File: config.mk
export PLATFORM = sky130hd
export DESIGN_NAME = dpb_phase_core
export DESIGN_NICKNAME = d
export VERILOG_FILES = /design/src/include/dpb_pkg.sv /design/src/design/dpb_phase_core.sv /design/src/design/dpb_serial_port.sv
export SDC_FILE = /design/constraint.sdc
export NUM_CORES = 1
export LEC_CHECK = 0
export BUFFER_PORTS_ARGS = -buffer_cell sky130_fd_sc_hd__buf_2
export CAP_MARGIN = 20
export CORE_MARGIN = 8
export CORE_UTILIZATION = 55
export DETAILED_ROUTE_END_ITERATION = 8
export PLACE_DENSITY = 0.84
export SETUP_SLACK_MARGIN = 0.4
export SLEW_MARGIN = 40
export SYNTH_ARGS = -nofsm -noshare
export SYNTH_HDL_FRONTEND = slang
export SYNTH_SLANG_ARGS = --single-unit
export TNS_END_PERCENT = 10
File: constraint.sdc
create_clock -name i_clk -period 4.9 [get_ports i_clk]
set_clock_uncertainty 0.05 [all_clocks]
set_input_delay 0.98 -clock i_clk [delete_from_list [all_inputs] [get_ports i_clk]]
set_output_delay 0.98 -clock i_clk [all_outputs]
set_load 0.005 [all_outputs]
File: src/include/dpb_pkg.sv
// Package for the phase detect and build-out block: map, fields, timing, types
package dpb_pkg;
    // Register map (byte addresses on the serial port)
    localparam logic [6:0] REG_NEAREST    = 7'h03;
    localparam logic [6:0] REG_STATUS     = 7'h09;
    localparam logic [6:0] REG_IN_CFG0    = 7'h22;
    localparam logic [6:0] REG_IN_CFGN    = 7'h28;
    localparam logic [6:0] REG_BW_CTRL    = 7'h3b;
    localparam logic [6:0] REG_BUILDOUT   = 7'h48;
    localparam logic [6:0] REG_BW_LOCKED  = 7'h67;
    localparam logic [6:0] REG_BW_ACQ     = 7'h69;
    localparam logic [6:0] REG_DAMPING    = 7'h6b;
    localparam logic [6:0] REG_IO_TRIM_A  = 7'h70;
    localparam logic [6:0] REG_IO_TRIM_B  = 7'h71;
    localparam logic [6:0] REG_BO_TRIM    = 7'h72;
    localparam logic [6:0] REG_LOSS_FINE  = 7'h73;
    localparam logic [6:0] REG_MULTI      = 7'h74;
    localparam logic [6:0] REG_AUTO_BO    = 7'h76;
    localparam int         NUM_INPUTS     = 7;

    // Field positions
    localparam int BIT_NE_INHIBIT   = 6;
    localparam int BIT_DIV8K        = 6;
    localparam int BIT_BW_AUTO      = 7;
    localparam int BIT_BO_ENABLE    = 3;
    localparam int BIT_BO_FREEZE    = 2;
    localparam int BIT_FINE_EN      = 7;
    localparam int BIT_FLIM_EN      = 6;
    localparam int BIT_NOACT_EN     = 5;
    localparam int BIT_COARSE_EN    = 7;
    localparam int BIT_MC_EN        = 6;
    localparam int BIT_MC_LOOP      = 5;
    localparam int BIT_AUTO_BO      = 4;

    // Reset values
    localparam logic [7:0] RST_NEAREST   = 8'h00;
    localparam logic [7:0] RST_BW_CTRL   = 8'h80;
    localparam logic [7:0] RST_BUILDOUT  = 8'h08;
    localparam logic [7:0] RST_BW_LOCKED = 8'h02;
    localparam logic [7:0] RST_BW_ACQ    = 8'h02;
    localparam logic [7:0] RST_DAMPING   = 8'h03;
    localparam logic [7:0] RST_LOSS_FINE = 8'h82;
    localparam logic [7:0] RST_ZERO      = 8'h00;

    // Detector and trim limits
    localparam int                 MC_STEPS     = 13;
    localparam logic signed [13:0] MC_MAX_UI    = 14'sh1fff;
    localparam logic signed [6:0]  BO_TRIM_MAX  = 7'sh0d;
    localparam logic signed [16:0] IO_TRIM_MAX  = 17'sh07fff;

    // Timing
    localparam int CLK_PERIOD_PS  = 8000;
    localparam int DEBOUNCE_NS    = 1000;
    localparam int MEASURE_NS     = 800;
    localparam int DEBOUNCE_CYC   = (DEBOUNCE_NS * 1000) / CLK_PERIOD_PS;
    localparam int MEASURE_CYC    = (MEASURE_NS * 1000) / CLK_PERIOD_PS;

    typedef enum logic [1:0] {
        BO_IDLE,
        BO_MEASURE,
        BO_APPLY
    } dpb_bo_state_t;

    // Loop control bundle handed to the loop filter
    typedef struct packed {
        logic       nearest_edge;
        logic       acq_bw;
        logic [1:0] bw_code;
        logic [2:0] damping;
        logic       holdover;
        logic       div8k;
    } dpb_loop_ctl_t;

    // Serial port register access
    typedef struct packed {
        logic       wr;
        logic [6:0] addr;
        logic [7:0] wdata;
    } dpb_reg_wr_t;
endpackage : dpb_pkg

File: src/design/dpb_phase_core.sv
// Phase detect, lock/loss, bandwidth choice and phase build-out for the primary loop
`timescale 1ns/1ps
// Summary of operation
// - Fine early/late error plus a multi-cycle detector holding up to 8191 UI.
// - Locked with multi-cycle off switches capture to nearest edge.
// - Inhibit bit keeps frequency-locking capture permanently.
// - Multi-cycle detector enable bit; 4-bit range, 13 steps, 1 to 8191 UI.
// - Loop-use bit feeds full multi-cycle value, else loop limited to one cycle.
// - Four individually enabled phase-loss sources.
// - Lock state picks nearest-edge use and acquisition or locked bandwidth.
// - Coarse loss when cycle difference reaches the selected range.
// - Lost reference requests next input and fires a build-out event.
// - Build-out event: holdover, measure phase, insert compensating offset.
// - Build-out enabled at reset; software enables, disables or freezes it.
// - Frozen build-out ignores events and keeps its offset.
// - Disabling build-out clears offset so the loop slews to zero.
// - Enabling build-out while locked fires a build-out event.
// - Mean offset trim in 0.101 ns steps, clamped to 13 steps (1.313 ns).
// - Feedback phase adjustment in 6 ps steps up to 32767 steps (196.602 ns).
// - Phase adjustment applies only while the build-out freeze bit and the auto build-out bit both read zero.
// - Bit selects automatic bandwidth or permanent locked bandwidth.
// - Locked and acquisition bandwidth codes for 18, 35 or 70 Hz.
// - 3-bit damping factor selection.
// - Fine loss enable and 3-bit threshold 0 to 7.
// - Coarse loss has its own enable, sharing the range field.
// - Per-input bit selects divide-to-8k before comparison.
module dpb_phase_core #(
    parameter int DEBOUNCE_CYC = dpb_pkg::DEBOUNCE_CYC,
    parameter int MEASURE_CYC  = dpb_pkg::MEASURE_CYC
) (
    input  wire logic                 i_clk,
    input  wire logic                 i_srst,
    input  wire logic                 i_sclk,
    input  wire logic                 i_cs_n,
    input  wire logic                 i_sdi,
    output logic                      o_sdo,
    output logic                      o_sdo_oe,
    input  wire logic                 i_ref_edge,
    input  wire logic                 i_fb_edge,
    input  wire logic signed [7:0]    i_fine_phase,
    input  wire logic                 i_freq_limit,
    input  wire logic                 i_ref_active,
    input  wire logic                 i_ref_lost,
    input  wire logic                 i_locked_mode,
    input  wire logic [2:0]           i_ref_sel,
    input  wire logic signed [15:0]   i_meas_phase,
    output dpb_pkg::dpb_loop_ctl_t    o_loop_ctl,
    output logic signed [13:0]        o_loop_cycles,
    output logic                      o_locked,
    output logic                      o_select_next,
    output logic signed [15:0]        o_bo_offset,
    output logic signed [15:0]        o_fb_adjust
);
    logic [7:0]            reg_nearest, reg_bw_ctrl, reg_buildout, reg_bw_locked;
    logic [7:0]            reg_bw_acq, reg_damping, reg_io_a, reg_io_b, reg_bo_trim;
    logic [7:0]            reg_loss, reg_multi, reg_auto_bo;
    logic [7:0]            in_cfg [dpb_pkg::NUM_INPUTS];
    dpb_pkg::dpb_reg_wr_t  wr;
    logic [6:0]            raddr;
    logic [7:0]            rdata;
    logic signed [13:0]    mc_diff;
    logic signed [13:0]    mc_range;
    logic [15:0]           deb_cnt;
    logic [15:0]           meas_cnt;
    dpb_pkg::dpb_bo_state_t bo_state;
    logic                  bo_en_d;

    dpb_serial_port u_port (
        .i_clk    (i_clk),
        .i_srst   (i_srst),
        .i_sclk   (i_sclk),
        .i_cs_n   (i_cs_n),
        .i_sdi    (i_sdi),
        .o_sdo    (o_sdo),
        .o_sdo_oe (o_sdo_oe),
        .o_wr     (wr),
        .o_raddr  (raddr),
        .i_rdata  (rdata)
    );

    // Register writes
    always_ff @(posedge i_clk) begin
        if (i_srst) begin
            reg_nearest   <= dpb_pkg::RST_NEAREST;
            reg_bw_ctrl   <= dpb_pkg::RST_BW_CTRL;
            reg_buildout  <= dpb_pkg::RST_BUILDOUT;
            reg_bw_locked <= dpb_pkg::RST_BW_LOCKED;
            reg_bw_acq    <= dpb_pkg::RST_BW_ACQ;
            reg_damping   <= dpb_pkg::RST_DAMPING;
            reg_io_a      <= dpb_pkg::RST_ZERO;
            reg_io_b      <= dpb_pkg::RST_ZERO;
            reg_bo_trim   <= dpb_pkg::RST_ZERO;
            reg_loss      <= dpb_pkg::RST_LOSS_FINE;
            reg_multi     <= dpb_pkg::RST_ZERO;
            reg_auto_bo   <= dpb_pkg::RST_ZERO;
        end else if (wr.wr) begin
            case (wr.addr)
                dpb_pkg::REG_NEAREST:   reg_nearest   <= wr.wdata;
                dpb_pkg::REG_BW_CTRL:   reg_bw_ctrl   <= wr.wdata;
                dpb_pkg::REG_BUILDOUT:  reg_buildout  <= wr.wdata;
                dpb_pkg::REG_BW_LOCKED: reg_bw_locked <= wr.wdata;
                dpb_pkg::REG_BW_ACQ:    reg_bw_acq    <= wr.wdata;
                dpb_pkg::REG_DAMPING:   reg_damping   <= wr.wdata;
                dpb_pkg::REG_IO_TRIM_A: reg_io_a      <= wr.wdata;
                dpb_pkg::REG_IO_TRIM_B: reg_io_b      <= wr.wdata;
                dpb_pkg::REG_BO_TRIM:   reg_bo_trim   <= wr.wdata;
                dpb_pkg::REG_LOSS_FINE: reg_loss      <= wr.wdata;
                dpb_pkg::REG_MULTI:     reg_multi     <= wr.wdata;
                dpb_pkg::REG_AUTO_BO:   reg_auto_bo   <= wr.wdata;
                default: ;
            endcase
        end
    end

    genvar gi;
    generate
        for (gi = 0; gi < dpb_pkg::NUM_INPUTS; gi++) begin : g_in_cfg
            always_ff @(posedge i_clk) begin
                if (i_srst) begin
                    in_cfg[gi] <= dpb_pkg::RST_ZERO;
                end else if (wr.wr && wr.addr == dpb_pkg::REG_IN_CFG0 + 7'(gi)) begin
                    in_cfg[gi] <= wr.wdata;
                end
            end
        end
    endgenerate

    // Read mux; unmapped addresses read zero
    always_comb begin
        rdata = 8'h00;
        case (raddr)
            dpb_pkg::REG_NEAREST:   rdata = reg_nearest;
            dpb_pkg::REG_STATUS:    rdata = {4'h0, o_loop_ctl.holdover,
                                             o_loop_ctl.acq_bw, o_loop_ctl.nearest_edge,
                                             o_locked};
            dpb_pkg::REG_BW_CTRL:   rdata = reg_bw_ctrl;
            dpb_pkg::REG_BUILDOUT:  rdata = reg_buildout;
            dpb_pkg::REG_BW_LOCKED: rdata = reg_bw_locked;
            dpb_pkg::REG_BW_ACQ:    rdata = reg_bw_acq;
            dpb_pkg::REG_DAMPING:   rdata = reg_damping;
            dpb_pkg::REG_IO_TRIM_A: rdata = reg_io_a;
            dpb_pkg::REG_IO_TRIM_B: rdata = reg_io_b;
            dpb_pkg::REG_BO_TRIM:   rdata = reg_bo_trim;
            dpb_pkg::REG_LOSS_FINE: rdata = reg_loss;
            dpb_pkg::REG_MULTI:     rdata = reg_multi;
            dpb_pkg::REG_AUTO_BO:   rdata = reg_auto_bo;
            default: begin
                if (raddr >= dpb_pkg::REG_IN_CFG0 && raddr <= dpb_pkg::REG_IN_CFGN) begin
                    rdata = in_cfg[3'(raddr - dpb_pkg::REG_IN_CFG0)];
                end
            end
        endcase
    end

    wire mc_en     = reg_multi[dpb_pkg::BIT_MC_EN];
    wire mc_loop   = reg_multi[dpb_pkg::BIT_MC_LOOP];
    wire bo_en     = reg_buildout[dpb_pkg::BIT_BO_ENABLE];
    wire bo_freeze = reg_buildout[dpb_pkg::BIT_BO_FREEZE];

    // Range 2^(sel+1) - 1 UI; codes past the last step hold at 8191
    always_comb begin
        if (reg_multi[3:0] >= 4'(dpb_pkg::MC_STEPS - 1)) begin
            mc_range = dpb_pkg::MC_MAX_UI;
        end else begin
            mc_range = 14'((14'sh0001 <<< (reg_multi[3:0] + 4'h1)) - 14'sh0001);
        end
    end

    // Multi-cycle detector: net count of unmatched edges, saturating at range
    always_ff @(posedge i_clk) begin
        if (i_srst || !mc_en) begin
            mc_diff <= 14'sh0000;
        end else if (i_ref_edge && !i_fb_edge && mc_diff < mc_range) begin
            mc_diff <= mc_diff + 14'sh0001;
        end else if (i_fb_edge && !i_ref_edge && mc_diff > -mc_range) begin
            mc_diff <= mc_diff - 14'sh0001;
        end
    end

    // Detector keeps full history; only the loop's view is limited
    always_ff @(posedge i_clk) begin
        if (i_srst) begin
            o_loop_cycles <= 14'sh0000;
        end else if (mc_loop) begin
            o_loop_cycles <= mc_diff;
        end else if (mc_diff > 14'sh0001) begin
            o_loop_cycles <= 14'sh0001;
        end else if (mc_diff < -14'sh0001) begin
            o_loop_cycles <= -14'sh0001;
        end else begin
            o_loop_cycles <= mc_diff;
        end
    end

    wire [7:0] fine_mag  = i_fine_phase[7] ? 8'(-i_fine_phase) : 8'(i_fine_phase);
    wire [13:0] mc_mag   = mc_diff[13] ? 14'(-mc_diff) : 14'(mc_diff);
    wire loss_fine   = reg_loss[dpb_pkg::BIT_FINE_EN] && fine_mag > {5'h00, reg_loss[2:0]};
    wire loss_coarse = reg_multi[dpb_pkg::BIT_COARSE_EN] && mc_en
                       && mc_mag >= 14'(mc_range);
    wire loss_flim   = reg_loss[dpb_pkg::BIT_FLIM_EN] && i_freq_limit;
    wire loss_noact  = reg_loss[dpb_pkg::BIT_NOACT_EN] && !i_ref_active;
    wire loss_raw    = loss_fine | loss_coarse | loss_flim | loss_noact;

    // State flips only after it disagrees for a full debounce window
    always_ff @(posedge i_clk) begin
        if (i_srst) begin
            o_locked <= 1'b0;
            deb_cnt  <= 16'h0000;
        end else if (loss_raw != o_locked) begin
            deb_cnt <= 16'h0000;
        end else if (deb_cnt == 16'(DEBOUNCE_CYC - 1)) begin
            o_locked <= ~o_locked;
            deb_cnt  <= 16'h0000;
        end else begin
            deb_cnt <= deb_cnt + 16'h0001;
        end
    end

    always_ff @(posedge i_clk) begin
        if (i_srst) begin
            o_loop_ctl <= '0;
        end else begin
            o_loop_ctl.nearest_edge <= o_locked && !mc_en
                                       && !reg_nearest[dpb_pkg::BIT_NE_INHIBIT];
            o_loop_ctl.acq_bw  <= reg_bw_ctrl[dpb_pkg::BIT_BW_AUTO] && !o_locked;
            o_loop_ctl.bw_code <= (reg_bw_ctrl[dpb_pkg::BIT_BW_AUTO] && !o_locked)
                                  ? reg_bw_acq[1:0] : reg_bw_locked[1:0];
            o_loop_ctl.damping <= reg_damping[2:0];
            o_loop_ctl.holdover <= (bo_state == dpb_pkg::BO_MEASURE);
            o_loop_ctl.div8k   <= (i_ref_sel < 3'(dpb_pkg::NUM_INPUTS))
                                  && in_cfg[i_ref_sel][dpb_pkg::BIT_DIV8K];
        end
    end

    // Build-out events: reference loss or enable edge while locked
    wire bo_trigger = bo_en && !bo_freeze
                      && (i_ref_lost || (!bo_en_d && i_locked_mode));

    wire signed [6:0] trim_raw = 7'(signed'(reg_bo_trim[5:0]));
    wire signed [6:0] trim_clip = (trim_raw > dpb_pkg::BO_TRIM_MAX) ? dpb_pkg::BO_TRIM_MAX
                                : (trim_raw < -dpb_pkg::BO_TRIM_MAX) ? -dpb_pkg::BO_TRIM_MAX
                                : trim_raw;

    always_ff @(posedge i_clk) begin
        if (i_srst) begin
            bo_state      <= dpb_pkg::BO_IDLE;
            meas_cnt      <= 16'h0000;
            o_bo_offset   <= 16'sh0000;
            bo_en_d       <= 1'b1;
            o_select_next <= 1'b0;
        end else begin
            bo_en_d       <= bo_en;
            o_select_next <= i_ref_lost;
            if (!bo_en) begin
                bo_state    <= dpb_pkg::BO_IDLE;
                o_bo_offset <= 16'sh0000;
            end else begin
                case (bo_state)
                    dpb_pkg::BO_IDLE: begin
                        meas_cnt <= 16'h0000;
                        if (bo_trigger) begin
                            bo_state <= dpb_pkg::BO_MEASURE;
                        end
                    end
                    dpb_pkg::BO_MEASURE: begin
                        meas_cnt <= meas_cnt + 16'h0001;
                        if (meas_cnt == 16'(MEASURE_CYC - 1)) begin
                            bo_state <= dpb_pkg::BO_APPLY;
                        end
                    end
                    dpb_pkg::BO_APPLY: begin
                        // Cancel the measured step, then bias by the mean trim
                        o_bo_offset <= 16'(-i_meas_phase + 16'(trim_clip));
                        bo_state    <= dpb_pkg::BO_IDLE;
                    end
                    default: bo_state <= dpb_pkg::BO_IDLE;
                endcase
            end
        end
    end

    // Feedback trim in 6 ps units; 200 ns exceeds 16 bits, so the 16-bit value passes unclamped
    wire signed [15:0] io_trim = signed'({reg_io_b, reg_io_a});
    wire io_allowed = !reg_buildout[dpb_pkg::BIT_BO_FREEZE]
                      && !reg_auto_bo[dpb_pkg::BIT_AUTO_BO];

    always_ff @(posedge i_clk) begin
        if (i_srst) begin
            o_fb_adjust <= 16'sh0000;
        end else begin
            o_fb_adjust <= io_allowed ? io_trim : 16'sh0000;
        end
    end

    a_mc_saturate: assert property (@(posedge i_clk) disable iff (i_srst)
        mc_diff <= dpb_pkg::MC_MAX_UI && mc_diff >= -dpb_pkg::MC_MAX_UI)
        else $error("multi-cycle count beyond 8191");
    a_mc_off_clear: assert property (@(posedge i_clk) disable iff (i_srst)
        !mc_en |=> mc_diff == 14'sh0000)
        else $error("multi-cycle count held while off");
    a_range_bound: assert property (@(posedge i_clk) disable iff (i_srst)
        mc_range >= 14'sh0001 && mc_range <= dpb_pkg::MC_MAX_UI)
        else $error("multi-cycle range outside 1 to 8191");
    a_loop_limit: assert property (@(posedge i_clk) disable iff (i_srst)
        !mc_loop |=> (o_loop_cycles <= 14'sh0001 && o_loop_cycles >= -14'sh0001))
        else $error("loop phase exceeds one cycle");
    a_nearest_inhib: assert property (@(posedge i_clk) disable iff (i_srst)
        reg_nearest[dpb_pkg::BIT_NE_INHIBIT] |=> !o_loop_ctl.nearest_edge)
        else $error("nearest edge used while inhibited");
    a_nearest_auto: assert property (@(posedge i_clk) disable iff (i_srst)
        (o_locked && !mc_en && !reg_nearest[dpb_pkg::BIT_NE_INHIBIT])
        |=> o_loop_ctl.nearest_edge)
        else $error("nearest edge not taken when locked");
    a_bw_choice: assert property (@(posedge i_clk) disable iff (i_srst)
        !reg_bw_ctrl[dpb_pkg::BIT_BW_AUTO] |=> o_loop_ctl.bw_code == $past(reg_bw_locked[1:0]))
        else $error("locked bandwidth not forced");
    a_acq_choice: assert property (@(posedge i_clk) disable iff (i_srst)
        (reg_bw_ctrl[dpb_pkg::BIT_BW_AUTO] && !o_locked)
        |=> (o_loop_ctl.acq_bw && o_loop_ctl.bw_code == $past(reg_bw_acq[1:0])))
        else $error("acquisition bandwidth not used while unlocked");
    a_loss_debounce: assert property (@(posedge i_clk) disable iff (i_srst)
        (o_locked && !loss_raw) |=> o_locked)
        else $error("lock dropped without loss");
    a_select_next: assert property (@(posedge i_clk) disable iff (i_srst)
        i_ref_lost |=> o_select_next)
        else $error("no next input request after loss");
    a_freeze_hold: assert property (@(posedge i_clk) disable iff (i_srst)
        (bo_state == dpb_pkg::BO_IDLE && bo_freeze && bo_en)
        |=> bo_state == dpb_pkg::BO_IDLE && $stable(o_bo_offset))
        else $error("frozen build-out changed");
    a_bo_disable: assert property (@(posedge i_clk) disable iff (i_srst)
        !bo_en |=> o_bo_offset == 16'sh0000)
        else $error("offset kept after disable");
    a_bo_measure: assert property (@(posedge i_clk) disable iff (i_srst)
        (bo_state == dpb_pkg::BO_IDLE && bo_trigger) |-> ##2 o_loop_ctl.holdover)
        else $error("no holdover after event");
    a_io_gate: assert property (@(posedge i_clk) disable iff (i_srst)
        !io_allowed |=> o_fb_adjust == 16'sh0000)
        else $error("phase adjust applied during build-out");
    a_io_pass: assert property (@(posedge i_clk) disable iff (i_srst)
        io_allowed |=> o_fb_adjust == $past(io_trim))
        else $error("phase adjust not passed while build-out off");
endmodule : dpb_phase_core

File: src/design/dpb_serial_port.sv
// Serial register port: synchronised pins, r/w bit, 7-bit address, 8-bit data
`timescale 1ns/1ps
module dpb_serial_port (
    input  wire logic               i_clk,
    input  wire logic               i_srst,
    input  wire logic               i_sclk,
    input  wire logic               i_cs_n,
    input  wire logic               i_sdi,
    output logic                    o_sdo,
    output logic                    o_sdo_oe,
    output dpb_pkg::dpb_reg_wr_t    o_wr,
    output logic [6:0]              o_raddr,
    input  wire logic [7:0]         i_rdata
);
    logic [2:0] sclk_s1, sclk_s2;
    logic       sclk_d;
    logic [4:0] bit_cnt;
    logic [7:0] shift;
    logic       is_read;
    logic [7:0] rd_shift;

    // Pins cross into the system clock through two flops each
    always_ff @(posedge i_clk) begin
        sclk_s1 <= {i_sclk, i_cs_n, i_sdi};
        sclk_s2 <= sclk_s1;
        sclk_d  <= sclk_s2[2];
    end

    wire sel    = ~sclk_s2[1];
    wire rise   = sel & sclk_s2[2] & ~sclk_d;
    wire fall   = sel & ~sclk_s2[2] & sclk_d;

    always_ff @(posedge i_clk) begin
        if (i_srst || !sel) begin
            bit_cnt  <= 5'h00;
            shift    <= 8'h00;
            is_read  <= 1'b0;
            rd_shift <= 8'h00;
            o_raddr  <= 7'h00;
            o_wr     <= '0;
        end else begin
            o_wr.wr <= 1'b0;
            if (rise) begin
                shift   <= {shift[6:0], sclk_s2[0]};
                bit_cnt <= bit_cnt + 5'h01;
                if (bit_cnt == 5'h00) begin
                    is_read <= sclk_s2[0];
                end
                if (bit_cnt == 5'h07) begin
                    o_raddr <= {shift[5:0], sclk_s2[0]};
                end
                if (bit_cnt == 5'h0f && !is_read) begin
                    o_wr.wr    <= 1'b1;
                    o_wr.addr  <= o_raddr;
                    o_wr.wdata <= {shift[6:0], sclk_s2[0]};
                end
            end
            // Read data launches on falling edges after the address byte
            if (fall && is_read) begin
                if (bit_cnt == 5'h08) begin
                    rd_shift <= i_rdata;
                end else begin
                    rd_shift <= {rd_shift[6:0], 1'b0};
                end
            end
        end
    end

    always_ff @(posedge i_clk) begin
        if (i_srst) begin
            o_sdo    <= 1'b0;
            o_sdo_oe <= 1'b0;
        end else begin
            o_sdo    <= (fall && bit_cnt == 5'h08) ? i_rdata[7] : rd_shift[7];
            o_sdo_oe <= sel && is_read && bit_cnt >= 5'h08;
        end
    end
endmodule : dpb_serial_port

==> summary.txt <==
Run status
  • Status: completed

Clocking
  • TritonCTS clock tree: yes
  • Clock Pin Slew Worst Setup and Hold Paths: approximately 0.06 ns
  • CTS H-tree depth: 1
  • Hold-fix buffers at CTS: 0
  • Root buffer cell: clkbuf_16
  • Max clock buf depth: 3
  • CTS Sinks: a little over 300
  • Worst skew pair latency: between 0.5 and 0.6 ns
  • CTS Buf Count: 31

Layout
  • Filler cells: approximately 2400
  • Cell area after layout: 17500 um2
  • Area Growth Syn to Fin: 11.2%
  • Fin nets: around 1900
  • Footprint of the multi-input gates: approximately 8400 um2
  • Register area: about 6800 um2
  • # diodes: 0
  • Layout cells sized above 1: about an eighth

Synth
  • Post-synth EDFFs: 56
  • Seq cells post-synth: slightly above 300
  • Library cells used by synthesis: 70
  • Top cells by count, synth: dfxtp_1 (255), nor2_1 (210), nand2_1 (199), a21oi_1 (110), mux2i_1 (96)
  • Synth Net Count: around 1900
  • Top cells by area, synth: dfxtp_1 (32%), edfxtp_1 (11%), ha_1 (6.3%)
  • Sequential-to-total area share from yosys stat: a little over two fifths
  • Share of the synthesized area in the top cell type: around a third
  • Cell Area, Synth: 15700 um2
  • Syn_area_per_cell: roughly 9 um2
  • Synth Warn #: 0
  • Top_reg_cell synth: dfxtp_1
  • Syn Inst Count: roughly 1800
  • Async S/R FF share, synth: 0%
  • Count leader, synth: dfxtp_1
  • Synth area leader: dfxtp_1

Timing
  • Actual slew at the worst max-slew pin: 0.785 ns
  • Fmax: about 250 MHz
  • Worst setup margin: just over 0.8 ns
  • RSZ-0062 raised after global routing: no
  • Final hold vios: 0
  • Rel. slew slack: 47.2%
  • Final Max Tran Viols: 0
  • Minimum clock period: between 4 and 5 ns
  • Hold WS: around 0.28 ns
  • Setup Viol. Count Final: 0
  • Total Neg Setup Slack: 0 ns
  • Period Utilization, post-route: a little over four fifths

Min path
  • Worst hold start: u_port.sclk_s1[0]
  • Hold endpoint: u_port.sclk_s2[0]
  • Worst hold path type: flop to flop
  • Hold depth: 0

Floorplan
  • Die Height: approximately 190 um
  • # IOs: 97
  • Die Wd: between 150 and 200 um
  • Core Rows: 62
  • Initial Utilization: a little under three fifths
  • Die Area: about 34000 um2
  • Std-Cell Core Area: roughly 28000 um2

Global route
  • Gr usage total: between 20% and 30%
  • Total grt overflow: 0
  • First-pass GRT wire length: 65600 um
  • Largest net degree at the start of global routing: 75
  • Initial antenna violation count: 0
  • Vias in the first global route: around 13000

Route
  • Post-route antenna net violation count: 0
  • DR WL/cell: 18.8 um
  • Drt pass-1 iters: 6
  • Final WL: roughly 41000 um
  • DR iter-0 viols: approximately 1400
  • Via count: 13200
  • DRC viols: 0
  • Vias/cell: roughly 6.0

Worst setup path
  • Required time worst endpoint: about 5.3 ns
  • Crit path DAT: between 4 and 5 ns
  • CP startpoint kind: flop
  • CP endpoint kind: flop
  • Worst reg2reg path depth: 16
  • CP Class: flop to flop
  • Worst reg2reg path endpoint: mc_diff[11]
  • Flop-to-flop setup slack: 0.82 ns
  • Worst reg2reg path startpoint: reg_multi[0]
  • Crit Path Max Fanout: 13

Placement
  • DP HPWL: approximately 29000 um
  • Pre-CTS setup slack: between 0.4 and 0.5 ns
  • Post-Place Cell Area: between 15000 and 20000 um2
  • PortBufs: 96
  • GPL Wtd Cong: approximately 0.96

Power and ir drop
  • Pleak: roughly 0.0070 uW
  • Peak supply drop: approximately 0.25 mV
  • Cell area power density: between 200 and 300 nW/um2

Run
  • Max_cap viols: 0
through the flow:
step,power [uW],utilization [%],instances
2_1_floorplan,2790,-,1754
3_3_place_gp,2830,57.8,2147
3_5_place_dp,2840,57.9,2147
4_1_cts,5140,61.4,2204
5_1_grt,5260,61.6,2205
6_report,5110,61.6,2205
power breakdown:
group	internal [uW]	switching, uW
clock network	1320	1010
logic	55.5	96.9
registers	2620	10.7
flip-flops by register name, summed over array words and instances, names as in the netlist, 7 cells and up:
register,cells
deb_cnt,16
in_cfg,56
mc_diff,14
meas_cnt,16
o_bo_offset,16
o_fb_adjust,16
o_loop_ctl,9
o_loop_cycles,14
reg_auto_bo,8
reg_bo_trim,8
reg_buildout,8
reg_bw_acq,8
reg_bw_ctrl,8
reg_bw_locked,8
reg_damping,8
reg_io_a,8
reg_io_b,8
reg_loss,8
reg_multi,8
reg_nearest,8
u_port.o_raddr,7
u_port.o_wr,16
u_port.rd_shift,8
u_port.shift,7
how the worst max path moves through the flow:
| stage | to | cells past startpoint | slack (ns) | startpoint |
|---|---|---|---|---|
| final | mc_diff[11] | 16 | 0.82 | reg_multi[0] |
| after global placement | mc_diff[9] | 15 | 0.67 | reg_multi[3] |
| after detailed placement | mc_diff[11] | 15 | 0.47 | reg_multi[3] |
| after CTS | mc_diff[11] | 15 | 0.46 | reg_multi[3] |
| after floorplan | mc_diff[4] | 18 | 0.82 | reg_multi[2] |
| after global routing | mc_diff[9] | 16 | 0.40 | reg_multi[0] |
logic make-up (layout without fill, tap and decap cells):
logic type	Yosys count	count (layout)	share of synthesized area (%)
compound gates	320	320	13.1
xor+xnor	62	62	3.45
fa+ha+maj	80	80	6.42
buf+inv	157	224	3.87
flops	311	311	43.2
mux	116	116	8.33
simple gates	708	708	21.6
what timing repair did:
item                                   CTS  global route
endpoints found under the hold margin    0             0
setup buffers                            0             1
setup endpoints to repair                0            14
gates resized for setup                  0             7
worst max-delay path: stages, from the launching register on:
cell	delay (ns)
dfxtp_2	0.39
nor3_1	0.29
nand2_1	0.10
ha_2	0.23
xor2_1	0.18
nor2_2	0.23
nand4_1	0.19
or3b_2	0.49
o21ai_0	0.22
ha_1	0.19
nand4_1	0.13
nor3_1	0.27
o31a_1	0.17
o21ai_0	0.13
o31a_1	0.22
or3_1	0.37
a21oi_1	0.15
cell usage in the layout (no fill, tap or decap), types with 32 or more instances in the layout:
cell / count
dfxtp_1: 241
clkbuf_16: 32
nor2_1: 206
ha_1: 78
mux2i_1: 96
edfxtp_1: 56
and2_1: 78
buf_2: 95
o21ai_0: 61
xnor2_1: 32
nand2_1: 199
inv_1: 56
nand3_1: 45
a21oi_1: 109
cell type report:
cell class	instances	share of cell area (%)
inverters	56	1.20
clock inverters	10	0.465
multi-input cells	1286	47.9
flip-flops and latches	311	38.9
well taps	384	2.75
repair buffers	111	3.41
clock buffers	47	5.31
routing by layer:
layer  track usage [%]  share of wire (%)  vias up
met1              29.7                 41     6276
met5                 0                  0        -
met4              10.3                3.9        0
li1                  -                  -     6254
met2              39.0                 46      579
met3              4.30                8.3      127
Note: power is estimated with default switching activity, not from simulation.
